==> src/common/capture_pkg.sv <==
// capture sequencer package: register map, field layout, constants
// assumes a 32-bit ahb-lite slave with word-aligned registers
package capture_pkg;

  // printed offsets are not all multiples of four: index times four
  localparam logic [11:0] count_index    = 12'h54c;
  localparam logic [11:0] control_index  = 12'h54e;
  localparam logic [13:0] count_addr     = {count_index, 2'b00};
  localparam logic [13:0] control_addr   = {control_index, 2'b00};
  localparam logic [13:0] preset_addr    = 14'h1540;
  localparam logic [13:0] cmp_last_addr  = 14'h1544;
  localparam logic [13:0] status_addr    = 14'h1548;
  localparam logic [13:0] cmp_ctrl_addr  = 14'h154c;

  localparam logic [15:0] count_reset    = 16'h0000;
  localparam logic [15:0] control_reset  = 16'h0000;
  localparam logic [15:0] control_mask   = 16'hf13f;
  localparam logic [15:0] count_one      = 16'h0001;
  localparam logic [15:0] count_zero     = 16'h0000;
  localparam logic [31:0] word_zero      = 32'h0000_0000;
  localparam logic [5:0]  index_zero     = 6'h00;
  localparam logic [5:0]  index_one      = 6'h01;
  localparam logic [6:0]  motion_cmd     = 7'h32;

  localparam int unsigned start_bit      = 0;
  localparam int unsigned preset_bit     = 1;
  localparam int unsigned cmp_arm_bit    = 2;
  localparam int unsigned launch_bit     = 3;
  localparam int unsigned src_lsb        = 4;
  localparam int unsigned pol_bit        = 8;
  localparam int unsigned time_lsb       = 12;

  localparam logic [1:0] src_disabled    = 2'h0;
  localparam logic [1:0] src_reserved    = 2'h1;
  localparam logic [1:0] src_pulse       = 2'h2;
  localparam logic [1:0] src_encoder     = 2'h3;

  localparam logic [1:0] htrans_nonseq   = 2'h2;
  localparam logic [2:0] hsize_word      = 3'h2;

  typedef struct packed {
    logic [3:0]  trig_time_ms;
    logic [2:0]  unused_hi;
    logic        polarity;
    logic [1:0]  unused_mid;
    logic [1:0]  source;
    logic        launch;
    logic        cmp_arm;
    logic        preset;
    logic        start;
  } control_type;

  typedef struct packed {
    logic [31:0] position;
    logic [5:0]  index;
  } capture_word_type;

endpackage : capture_pkg

==> src/core/trigger_qualify.sv <==
// trigger qualifier: polarity and edge detect of the capture input
// assumes trig_in synchronous to hclk
`timescale 1ns/1ps
module trigger_qualify
  import capture_pkg::*;
(
  input  wire logic hclk,
  input  wire logic hresetn,
  input  wire logic trig_in,
  input  wire logic normally_closed,
  input  wire logic enable,
  output logic      fire
);
  logic level_reg;
  logic level_next;
  logic active;

  // normally closed contact reads active when the line drops
  always_comb begin
    active     = trig_in ^ normally_closed;
    level_next = active;
    fire       = enable && active && !level_reg;
  end

  always_ff @(posedge hclk or negedge hresetn) begin
    if (!hresetn) begin
      level_reg <= 1'b1;
    end else begin
      level_reg <= level_next;
    end
  end
endmodule : trigger_qualify

==> src/core/position_capture_control.sv <==
// position capture sequencer with ahb-lite register slave
// assumes one clock, triggers and positions synchronous to hclk
//
// Summary of operation
// - start with count nonzero arms, clears done
// - each capture decrements remaining count
// - count zero: done high, start cleared
// - start with zero count: no arm, clear
// - start written while set: a zero disarms, a one does not re-arm
// - preset option loads position after first capture
// - compare option sets compare start, loads count
// - compare option ignored if compare enabled
// - launch option fires motion command fifty
// - count writable while compare disabled
// - control word 16 bits, masked to f13f
// - source field picks disabled, pulse, encoder
// - polarity: normally open or closed input
// - trigger time field in milliseconds
//
// The AHB-Lite register port was left to the implementer.
`timescale 1ns/1ps
module position_capture_control
  import capture_pkg::*;
(
  input  wire logic        hclk,
  input  wire logic        hresetn,
  input  wire logic        hsel,
  input  wire logic [31:0] haddr,
  input  wire logic [1:0]  htrans,
  input  wire logic        hwrite,
  input  wire logic [2:0]  hsize,
  input  wire logic [31:0] hwdata,
  input  wire logic        hready,
  output logic [31:0]      hrdata,
  output logic             hreadyout,
  output logic             hresp,
  input  wire logic        trig_in,
  input  wire logic [31:0] pulse_position,
  input  wire logic [31:0] encoder_position,
  input  wire logic        compare_enabled,
  output logic             capture_done_output,
  output logic             position_load,
  output logic [31:0]      position_load_value,
  output logic             compare_start,
  output logic [15:0]      compare_count_load,
  output logic             motion_start,
  output logic [6:0]       motion_index,
  output logic             capture_write,
  output logic [37:0]      capture_word,
  output logic [3:0]       trig_time_ms
);

  logic [15:0]      count_reg, count_next;
  control_type      ctrl_reg, ctrl_next;
  logic [31:0]      preset_reg, preset_next;
  logic [15:0]      cmp_last_reg, cmp_last_next;
  logic             done_reg, done_next;
  logic             first_reg, first_next;
  logic [5:0]       index_reg, index_next;
  logic             pload_reg, pload_next;
  logic             cstart_reg, cstart_next;
  logic             motion_reg, motion_next;
  logic             cwrite_reg, cwrite_next;
  capture_word_type cword_reg, cword_next;
  logic [31:0]      rdata_reg, rdata_next;
  logic             wr_pend_reg, wr_pend_next;
  logic [13:0]      addr_reg, addr_next;

  logic        fire;
  logic [31:0] src_position;
  logic        src_valid;
  logic [15:0] wval;
  logic        wr_ctrl;
  control_type wctrl;

  trigger_qualify u_trig (
    .hclk            (hclk),
    .hresetn         (hresetn),
    .trig_in         (trig_in),
    .normally_closed (ctrl_reg.polarity),
    .enable          (ctrl_reg.start && src_valid),
    .fire            (fire)
  );

  // reserved source value captures nothing, same as disabled
  always_comb begin
    src_valid    = 1'b0;
    src_position = word_zero;
    case (ctrl_reg.source)
      src_pulse: begin
        src_valid    = 1'b1;
        src_position = pulse_position;
      end
      src_encoder: begin
        src_valid    = 1'b1;
        src_position = encoder_position;
      end
      default: begin
        src_valid    = 1'b0;
        src_position = word_zero;
      end
    endcase
  end

  // bus: address phase registered, write applied in data phase
  always_comb begin
    addr_next    = addr_reg;
    wr_pend_next = 1'b0;
    if (hsel && hready && htrans[1]) begin
      addr_next    = haddr[13:0];
      wr_pend_next = hwrite;
    end
  end

  always_comb begin
    wval    = hwdata[15:0];
    wr_ctrl = wr_pend_reg && (addr_reg == control_addr);
    wctrl   = control_type'(wval & control_mask);
  end

  always_comb begin
    count_next    = count_reg;
    ctrl_next     = ctrl_reg;
    preset_next   = preset_reg;
    cmp_last_next = cmp_last_reg;
    done_next     = done_reg;
    first_next    = first_reg;
    index_next    = index_reg;
    pload_next    = 1'b0;
    cstart_next   = 1'b0;
    motion_next   = 1'b0;
    cwrite_next   = 1'b0;
    cword_next    = cword_reg;

    if (wr_pend_reg) begin
      case (addr_reg)
        count_addr: begin
          if (!compare_enabled) begin
            count_next = wval;
          end
        end
        preset_addr:   preset_next   = hwdata;
        cmp_last_addr: cmp_last_next = wval;
        default: begin
        end
      endcase
    end

    if (wr_ctrl) begin
      ctrl_next = wctrl;
      if (ctrl_reg.start) begin
        // once armed the written start bit lands as is, but a one does not re-arm
        ctrl_next.start = 1'b0;
        if (wctrl.start) begin
          ctrl_next.start = 1'b1;
        end
      end else if (wctrl.start) begin
        done_next = 1'b0;
        if (count_reg == count_zero) begin
          ctrl_next.start = 1'b0;
        end else begin
          ctrl_next.start = 1'b1;
          first_next      = 1'b1;
          index_next      = index_zero;
        end
      end
    end

    // a capture in the write cycle still counts: hardware wins
    if (fire && count_reg != count_zero) begin
      cwrite_next = 1'b1;
      cword_next  = '{position: src_position, index: index_reg};
      index_next  = index_reg + index_one;
      count_next  = count_reg - count_one;
      first_next  = 1'b0;
      if (first_reg) begin
        if (ctrl_reg.preset) begin
          pload_next = 1'b1;
        end
        if (ctrl_reg.cmp_arm && !compare_enabled) begin
          cstart_next = 1'b1;
        end
      end
      if (count_reg == count_one) begin
        done_next       = 1'b1;
        ctrl_next.start = 1'b0;
        if (ctrl_reg.launch) begin
          motion_next = 1'b1;
        end
      end
    end
  end

  always_comb begin
    rdata_next = word_zero;
    if (hsel && hready && htrans[1] && !hwrite) begin
      case (haddr[13:0])
        count_addr:    rdata_next = {16'h0000, count_reg};
        control_addr:  rdata_next = {16'h0000, ctrl_reg};
        preset_addr:   rdata_next = preset_reg;
        cmp_last_addr: rdata_next = {16'h0000, cmp_last_reg};
        status_addr:   rdata_next = {26'h0000000, index_reg};
        cmp_ctrl_addr: rdata_next = {31'h00000000, done_reg};
        default:       rdata_next = word_zero;
      endcase
    end
  end

  always_ff @(posedge hclk or negedge hresetn) begin
    if (!hresetn) begin
      count_reg    <= count_reset;
      ctrl_reg     <= control_type'(control_reset);
      preset_reg   <= word_zero;
      cmp_last_reg <= count_zero;
      done_reg     <= 1'b0;
      first_reg    <= 1'b0;
      index_reg    <= index_zero;
      pload_reg    <= 1'b0;
      cstart_reg   <= 1'b0;
      motion_reg   <= 1'b0;
      cwrite_reg   <= 1'b0;
      cword_reg    <= '0;
      rdata_reg    <= word_zero;
      wr_pend_reg  <= 1'b0;
      addr_reg     <= 14'h0000;
    end else begin
      count_reg    <= count_next;
      ctrl_reg     <= ctrl_next;
      preset_reg   <= preset_next;
      cmp_last_reg <= cmp_last_next;
      done_reg     <= done_next;
      first_reg    <= first_next;
      index_reg    <= index_next;
      pload_reg    <= pload_next;
      cstart_reg   <= cstart_next;
      motion_reg   <= motion_next;
      cwrite_reg   <= cwrite_next;
      cword_reg    <= cword_next;
      rdata_reg    <= rdata_next;
      wr_pend_reg  <= wr_pend_next;
      addr_reg     <= addr_next;
    end
  end

  always_comb begin
    hrdata              = rdata_reg;
    hreadyout           = 1'b1;
    hresp               = 1'b0;
    capture_done_output = done_reg;
    position_load       = pload_reg;
    position_load_value = preset_reg;
    compare_start       = cstart_reg;
    compare_count_load  = cmp_last_reg;
    motion_start        = motion_reg;
    motion_index        = motion_cmd;
    capture_write       = cwrite_reg;
    capture_word        = cword_reg;
    trig_time_ms        = ctrl_reg.trig_time_ms;
  end
endmodule : position_capture_control

==> config.mk <==
export PLATFORM = sky130hd
export DESIGN_NAME = position_capture_control
export DESIGN_NICKNAME = d
export VERILOG_FILES = /design/src/common/capture_pkg.sv /design/src/core/trigger_qualify.sv /design/src/core/position_capture_control.sv
export SDC_FILE = /design/constraint.sdc
export NUM_CORES = 1
export LEC_CHECK = 0
export BUFFER_PORTS_ARGS = -buffer_cell sky130_fd_sc_hd__buf_2
export CORE_ASPECT_RATIO = 0.9
export CORE_MARGIN = 3
export CORE_UTILIZATION = 32
export DETAILED_ROUTE_END_ITERATION = 10
export HOLD_SLACK_MARGIN = 0.12
export PLACE_DENSITY = 0.56
export SLEW_MARGIN = 20
export SYNTH_ARGS = -nofsm -noshare
export SYNTH_HDL_FRONTEND = slang
export SYNTH_SLANG_ARGS = --single-unit
==> constraint.sdc <==
create_clock -name hclk -period 2.5 [get_ports hclk]
set_clock_uncertainty 0.1 [all_clocks]
set_input_delay 0.125 -clock hclk [delete_from_list [all_inputs] [get_ports hclk]]
set_output_delay 0.125 -clock hclk [all_outputs]
set_load 0.005 [all_outputs]
### Word-level counts from Yosys, hierarchy flattened

Cells that the tools add are included.

* register bits: 173
* input bits: 140
* output and inout port bits: 136
* word-level logic and storage cells: 106

* add/subtract/negate cells: 2
* reductions and logical operators: 23
* bitwise gates (word level): 1
* mux-type cells: 41
* equality and inequality tests: 16

Operators by type and width (count)
* case mux 32 bit (6 select lines): 1
* == test 14 x 13 -> 1 bit, second input constant: 10
* 2-to-1 mux 16 bit: 4
* case mux 32 bit (2 select lines): 1
* 2-to-1 mux 32 bit: 1
* 2-to-1 mux 6 bit: 5
* 2-to-1 mux 1 bit: 29
* == test 16 x 1 -> 1 bit, second input constant: 1
* logical NOT 16 bit: 1
* nonzero test 16 bit: 1
* subtractor 16 x 1 -> 16 bit, second input constant: 1
* logical AND 1 bit: 9
* nonzero test 2 bit: 4
* adder 6 x 1 -> 6 bit, second input constant: 1
* inequality test 2 x 1 -> 1 bit, second input constant: 3
* == test 2 bit, second input constant: 2
* AND reduction 2 bit: 2
* AND reduction 4 bit: 1
* logical NOT 1 bit: 3
* AND reduction 3 bit: 1
* OR reduction 2 bit: 1
* bitwise XOR 1 bit: 1

### Depth between registers and ports, before layout

Gate-level depths: netlist of run 1.

* depth after elaboration: 9
* mapped depth: 9
* gate-level depth less buffers: 8

### Modules after synthesis

A second synthesis of run 1 with hierarchy kept.

* cell total of the unflattened synthesis: 695
* area, all modules: 8017.7 µm²

Modules (own cells, without submodules)
* position_capture_control: area each 7973.9 µm², cells an instance 692, instances 1, seq. area each 4304.1 µm²
* trigger_qualify: area each 43.8 µm², cells an instance 3, instances 1, seq. area each 26.3 µm²

### Worst setup path before layout of run 1

OpenSTA, ideal clock, no wires.

* path type: register -> register
* from: register count_reg[0]
* to: register count_reg[15]
* stages on the path, launching flop included: 8
* path buffers: 0
* slack: 0.323 ns
* arrival: 1.958 ns
* period minus slack after synthesis: 2.177 ns
* required time: 2.281 ns
* cells stage by stage: dfrtp_1 > inv_1 > ha_1 > nor3b_2 > nand4_2 > a211o_1 > o22a_1 > o21a_1

* longest elaborated chain between the ends: 4

RTL lines
* start: declaration: line position_capture_control.sv:53 `logic [15:0] count_reg, count_next;`
* start signal: assignment: line position_capture_control.sv:211 `count_reg <= count_reset;`
* start signal: assignment: line position_capture_control.sv:227 `count_reg <= count_next;`
* parallel branches: the longest is 4 deep, another holds subtractor 16 x 1 -> 16 bit

Parallel ways; which one is timed is not known.
A chain may end at the register's enable or synchronous reset.

### Worst setup path after layout of run 1

Ends and elaborated chain as after synthesis.

==> results of run 1 <==
## where the power goes
part | switching (mW) | total (mW) | leakage [nW] | internal, mW
sequential | 0.298 | 3.41 | 2.24 | 3.12
clock | 1.27 | 2.81 | 0.301 | 1.53
combinational | 0.615 | 1.30 | 3.13 | 0.681
total | 2.19 | 7.52 | 5.67 | 5.33
## path summary, 6_finish.rpt
check	from	endpoint	slack, ns	depth (start not counted)
max	count_reg[0]$_DFFE_PN0P_	count_reg[15]$_DFFE_PN0P_	0.15	7
min	hresetn	hrdata[9]$_DFF_PN0_	0.16	2
max reg2reg	count_reg[0]$_DFFE_PN0P_	count_reg[15]$_DFFE_PN0P_	0.15	7
min reg2reg	capture_word[14]$_DFFE_PN0P_	capture_word[14]$_DFFE_PN0P_	0.36	2
max in group asynchronous	hresetn	position_load_value[2]$_DFFE_PN0P_	1.44	3
min in group hclk	hready	wr_pend_reg$_DFF_PN0_	0.17	4
## cell families (layout without fill, tap and decap cells)
| kind of cell | Yosys count | in the layout | share of synthesized area [%] |
|---|---|---|---|
| DFF | 173 | 173 | 55.0 |
| and+or+nand+nor | 243 | 243 | 15.5 |
| muxes | 117 | 117 | 16.8 |
| xor gates and xnor gates | 1 | 1 | 0.111 |
| adders and majority gates | 3 | 3 | 0.477 |
| other | 2 | 9 | 0.0955 |
| AOI/OAI and AO/OA | 85 | 85 | 7.92 |
| buffers and inverters | 65 | 444 | 4.06 |
## layout make-up
cell class | instances | area, um^2 | area share (%)
inverter | 15 | 56.3 | 0.495
timing repair buffer | 397 | 2720 | 23.9
tap | 302 | 378 | 3.32
sequential | 173 | 4330 | 38.1
clock buffer | 17 | 425 | 3.74
multi-input combinational | 458 | 3260 | 28.7
clock inverter | 15 | 193 | 1.70
## metrics by stage
step	total power [mW]	hold slack, ns	worst slack (ns)	cells
final	7.52	0.159	0.150	1377
after global placement	4.58	0.0529	0.160	1229
after global routing	7.94	0.191	0.0434	1377
after detailed placement	4.61	0.0527	0.0778	1229
after CTS	7.59	0.153	0.0576	1374
after floorplan	4.02	-0.271	0.323	696
## cell usage after synthesis, types with 9 or more instances
| library cell | number | area share (%) |
|---|---|---|
| a21oi_1 | 9 | 0.57 |
| a222oi_1 | 15 | 1.9 |
| and2_1 | 17 | 1.4 |
| buf_2 | 21 | 1.3 |
| buf_4 | 13 | 1.2 |
| clkbuf_1 | 12 | 0.57 |
| dfrtp_1 | 172 | 55 |
| inv_1 | 14 | 0.67 |
| mux2_2 | 111 | 16 |
| nand2_1 | 97 | 4.6 |
| nand3_1 | 40 | 2.5 |
| nand4_1 | 9 | 0.72 |
| nor2_1 | 35 | 1.7 |
| nor3_1 | 15 | 0.95 |
| o21ai_0 | 21 | 1.3 |
## metal layers
metal,global-route usage [%],wire (um)
met5,0,0
met4,3.83,234
met3,4.37,1620
met2,28.3,10900
met1,24.9,10800
## worst max-delay path: cells and delay by family, from the launching register on
kind | cells | cell delay (ns)
and+or+nand+nor | 2 | 0.50
DFF | 1 | 0.42
adders and majority gates | 1 | 0.23
buffers and inverters | 1 | 0.13
AOI/OAI and AO/OA | 3 | 0.86
## timing repair
item / in CTS / in global routing
setup endpoints to repair: 0 / 38
buffers inserted: 0 / 3
endpoints found under the hold margin: 279 / 0
hold buffers: 113 / 0
gates resized for setup: 0 / 1
==> flow_metrics.py, run 1 <==
metrics = {
    "clock_network": {
        "cts-root-buf": "clkbuf_16",
        "cts_max_level": 4,
        "clk_latency_ns": 0.42,
        "path_clk_slew_ns": 0.07,
        "clock_path_buffers": 2,
        "clock_sinks": 173,
        "cts_buffers": 17,
        "cts_tree": "built",
    },
    "grt": {
        "grt_max_degree": 64,
        "grt_usage_pct": 17.8,
        "antenna_found_initial": 0,
        "grt_pass1_vias": 6687,
        "grt_pass1_wl_um": 37200,
        "grt.overflow.total": 0,
    },
    "critical_path": {
        "crit_chain": "inv_1, ha_1, nor3b_2, nand4_2, a211o_1, o22a_1, o21a_1",
        "required_ns": 2.72,
        "worst_setup_path_start_kind": "flop",
        "end_kind": "flop",
        "critPathMaxFanout": 8,
        "critPathArrivalTime_ns": 2.57,
        "critPathSlowestCell": "a211o_1",
        "critPathKind": "flop to flop",
        "slowest_delay_ns": 0.51,
    },
    "power_and_ir_drop": {
        "leakage_nw": 5.67,
        "peakVddDrop_v": 0.000346,
        "p_per_area_nw_per_um2": 661,
    },
    "logic_synthesis": {
        "ys_async_sr_fraction_pct": 100,
        "syn_avg_cell_area_um2": 11.4,
        "syn_inst": 689,
        "synth_area_um2": 7870,
        "yosysWarnings": 0,
        "ys_seq_area_share_pct": 55.0,
        "synth_edf_count": 0,
        "ys.flop_type": "dfrtp_1",
        "synth_seq_cells": 173,
        "synth_cell_types": 62,
    },
    "timing": {
        "rsz0062_at_grt": "no",
        "timing.final.crit_period_ns": 2.35,
        "relSlewSlack_pct": 57.2,
        "slew_violations": 0,
        "final.setup.tns_ns": 0,
        "finalSetupViolations": 0,
        "timing.fmax_mhz": 426,
        "worst_pin_slew_ns": 0.641,
        "final.period_utilization_pct": 94.0,
        "hold_violations": 0,
    },
    "finish": {
        "area_delta_synth_final_pct": 44.5,
        "layout.nets": 1205,
        "antenna_cells": 0,
        "fill_cells": 2153,
        "layout_common_cells": "buf_2 (243), dfrtp_1 (172), dlygate4sd3_1 (113)",
        "layout_commonest_cell": "buf_2",
        "finalCoreUtilization_pct": 47.9,
        "fin_area_um2": 11400,
        "largest_reg_flops": 38,
        "drive_gt1_share_pct": 41.3,
    },
    "place": {
        "dpl.hpwl_um": 16100,
        "placed_cell_area_um2": 9580,
        "place.gp.congestion": 0.816,
        "portBuffers": 244,
    },
    "detailed_routing": {
        "drc": 0,
        "first_pass_iters": 6,
        "wire_per_inst_um": 17.1,
        "drt-initial-drc-count": 459,
        "viasPerCell": 4.87,
        "vias": 6711,
        "ant_nets": 0,
        "wl_um": 23600,
    },
    "floorplan": {
        "die-width_um": 171,
        "core_um2": 23700,
        "fp.dieArea_um2": 26500,
        "num_io_pins": 276,
        "start_util_pct": 33.1,
        "die_h_um": 155,
        "row_count": 53,
    },
    "flow_run": {
        "cap_viol_max_count": 0,
    },
    "outcome": {
        "status": "complete, no violations",
    },
    "hold_path": {
        "hp-class": "input pin to asynchronous set/reset pin",
    },
}
Note: power is estimated with default switching activity, not from simulation.
==> run 2, diff against run 1 <==
- RECOVER_POWER: unset -> 100
==> run 2 against run 1 <==
Against the previous run:
- the run now ends with max-capacitance violations, max-slew violations left
- via count up 0.31%
- largest power group unchanged
- highest routed layer unchanged
- routed wire length up 0.31%
- first-iteration DRC count down 1.5%
- critical path depth unchanged
- final cell count unchanged
==> flow_metrics.py, run 2 (synthesis gave the netlist of run 1 again) <==
metrics = {
    "floorplan": {
        "fp.dieArea_um2": 26500,
        "core_um2": 23700,
        "die_h_um": 155,
        "num_io_pins": 276,
        "start_util_pct": 33.1,
        "row_count": 53,
        "die-width_um": 171,
    },
    "finish": {
        "drive_gt1_share_pct": 32.5,
        "register_area_um2": 4330,
        "layout_commonest_cell": "dfrtp_1",
        "antenna_cells": 0,
        "stdcell_count": 1377,
        "fill_cells": 2207,
        "layout.nets": 1205,
        "largest_reg_flops": 38,
        "area_delta_synth_final_pct": 42.1,
        "multiInputGateArea_um2": 3260,
        "layout_common_cells": "dfrtp_1 (172), buf_2 (152), dlygate4sd3_1 (113)",
    },
    "hold_path": {
        "hp-class": "input pin to flop",
        "worstHoldStart": "hready",
    },
    "detailed_routing": {
        "viasPerCell": 4.89,
        "wire_per_inst_um": 17.2,
        "vias": 6732,
        "drt-initial-drc-count": 452,
        "ant_nets": 0,
        "wl_um": 23600,
        "drc": 0,
        "first_pass_iters": 6,
    },
    "timing": {
        "final.period_utilization_pct": 93.8,
        "worst_pin_slew_ns": 1.65,
        "timing.final.crit_period_ns": 2.34,
        "slew_violations": 62,
        "relSlewSlack_pct": -10.3,
        "finalSetupViolations": 0,
        "timing.fmax_mhz": 427,
        "hold_violations": 0,
        "rsz0062_at_grt": "no",
        "final.setup.tns_ns": 0,
    },
    "critical_path": {
        "crit_end": "count_reg[15]$_DFFE_PN0P_",
        "rr_startpoint": "count_reg[0]$_DFFE_PN0P_",
        "required_ns": 2.72,
        "timing.rr.end": "count_reg[15]$_DFFE_PN0P_",
        "r2r_cells": 7,
        "critPathKind": "flop to flop",
        "r2r_setup_slack_ns": 0.16,
        "worst_setup_path_start_kind": "flop",
        "end_kind": "flop",
        "critPathLaunch": "count_reg[0]$_DFFE_PN0P_",
        "critPathMaxFanout": 8,
        "critPathArrivalTime_ns": 2.56,
    },
    "clock_network": {
        "path_clk_slew_ns": 0.07,
        "clock_path_buffers": 2,
        "clk_latency_ns": 0.43,
        "cts_tree": "built",
        "cts-root-buf": "clkbuf_16",
        "cts_max_level": 4,
        "clock_sinks": 173,
        "cts_buffers": 17,
    },
    "grt": {
        "grt_pass1_wl_um": 37200,
        "grt_usage_pct": 17.8,
        "grt_pass1_vias": 6687,
        "grt_max_degree": 64,
        "grt.overflow.total": 0,
        "antenna_found_initial": 0,
    },
    "place": {
        "dpl.hpwl_um": 16100,
        "place_inst": 1229,
        "portBuffers": 244,
        "place.gp.congestion": 0.816,
    },
    "outcome": {
        "status": "finished, violations left",
        "violations": "max-capacitance violations, max-slew violations",
    },
    "flow_run": {
        "cap_viol_max_count": 1,
    },
    "power_and_ir_drop": {
        "leakage_nw": 5.28,
        "peakVddDrop_v": 0.000345,
        "p_per_area_nw_per_um2": 669,
    },
}
-- run 2: changes by cell type in the layout (fill, tap and decap cells not counted), sizes merged --
cell    delta
buf      -107
clkbuf   +107
-- run 2: cell type report --
class | count | area share (%)
clock buffer | 17 | 3.80
clock inverter | 15 | 1.72
inverter | 15 | 0.504
multi-input combinational | 458 | 29.1
sequential | 173 | 38.7
tap | 302 | 3.38
timing repair buffer | 397 | 22.7
-- run 2: worst max-delay path: stages (launching register included) --
cell and delay (ns):
dfrtp_1 0.42, inv_1 0.13, ha_1 0.23, nor3b_2 0.27, nand4_2 0.24, a211o_1 0.50
o22a_1 0.26, o21a_1 0.09
-- run 2: repair_timing --
| item | 4_1_cts | 5_1_grt |
|---|---|---|
| endpoints found under the hold margin | 279 | 0 |
| endpoints found under the setup margin | 0 | 38 |
| gates resized for setup | 0 | 1 |
| hold buffers | 113 | 0 |
| setup buffers | 0 | 3 |
-- run 2: through the flow --
stage	setup slack [ns]	util [%]	cell area [um^2]	power, mW	hold slack [ns]
6_report	0.156	47.1	11200	7.49	0.155
5_1_grt	0.0257	47.1	11200	7.91	0.202
4_1_cts	0.0576	47.7	11300	7.59	0.153
3_5_place_dp	0.0778	40.3	9580	4.61	0.0527
3_3_place_gp	0.160	40.3	9580	4.58	0.0529
2_1_floorplan	0.323	-	7890	4.02	-0.271
-- run 2: worst min path at each step --
stage	slack (ns)	cells past startpoint	to
6_report	0.16	4	wr_pend_reg$_DFF_PN0_
3_5_place_dp	0.05	1	hrdata[9]$_DFF_PN0_
4_1_cts	0.15	4	wr_pend_reg$_DFF_PN0_
2_1_floorplan	-0.27	0	addr_reg[0]$_DFFE_PN0P_
3_3_place_gp	0.05	1	position_load_value[9]$_DFFE_PN0P_
5_1_grt	0.20	4	wr_pend_reg$_DFF_PN0_
-- run 2: routing by layer --
| layer | vias up | track usage [%] | part of all wire (%) | wire length (um) |
|---|---|---|---|---|
| met5 | - | 0 | 0 | 0 |
| met4 | 0 | 3.83 | 1.1 | 257 |
| met3 | 16 | 4.37 | 6.6 | 1570 |
| met2 | 242 | 28.3 | 46 | 10900 |
| met1 | 3265 | 24.9 | 46 | 10900 |
| li1 | 3209 | - | - | - |
-- run 2: power breakdown --
part           total (mW)  internal, mW  switching, mW
registers            3.42          3.12          0.302
clock network        2.81          1.53           1.27
logic                1.26         0.645          0.616
total                7.49          5.29           2.19
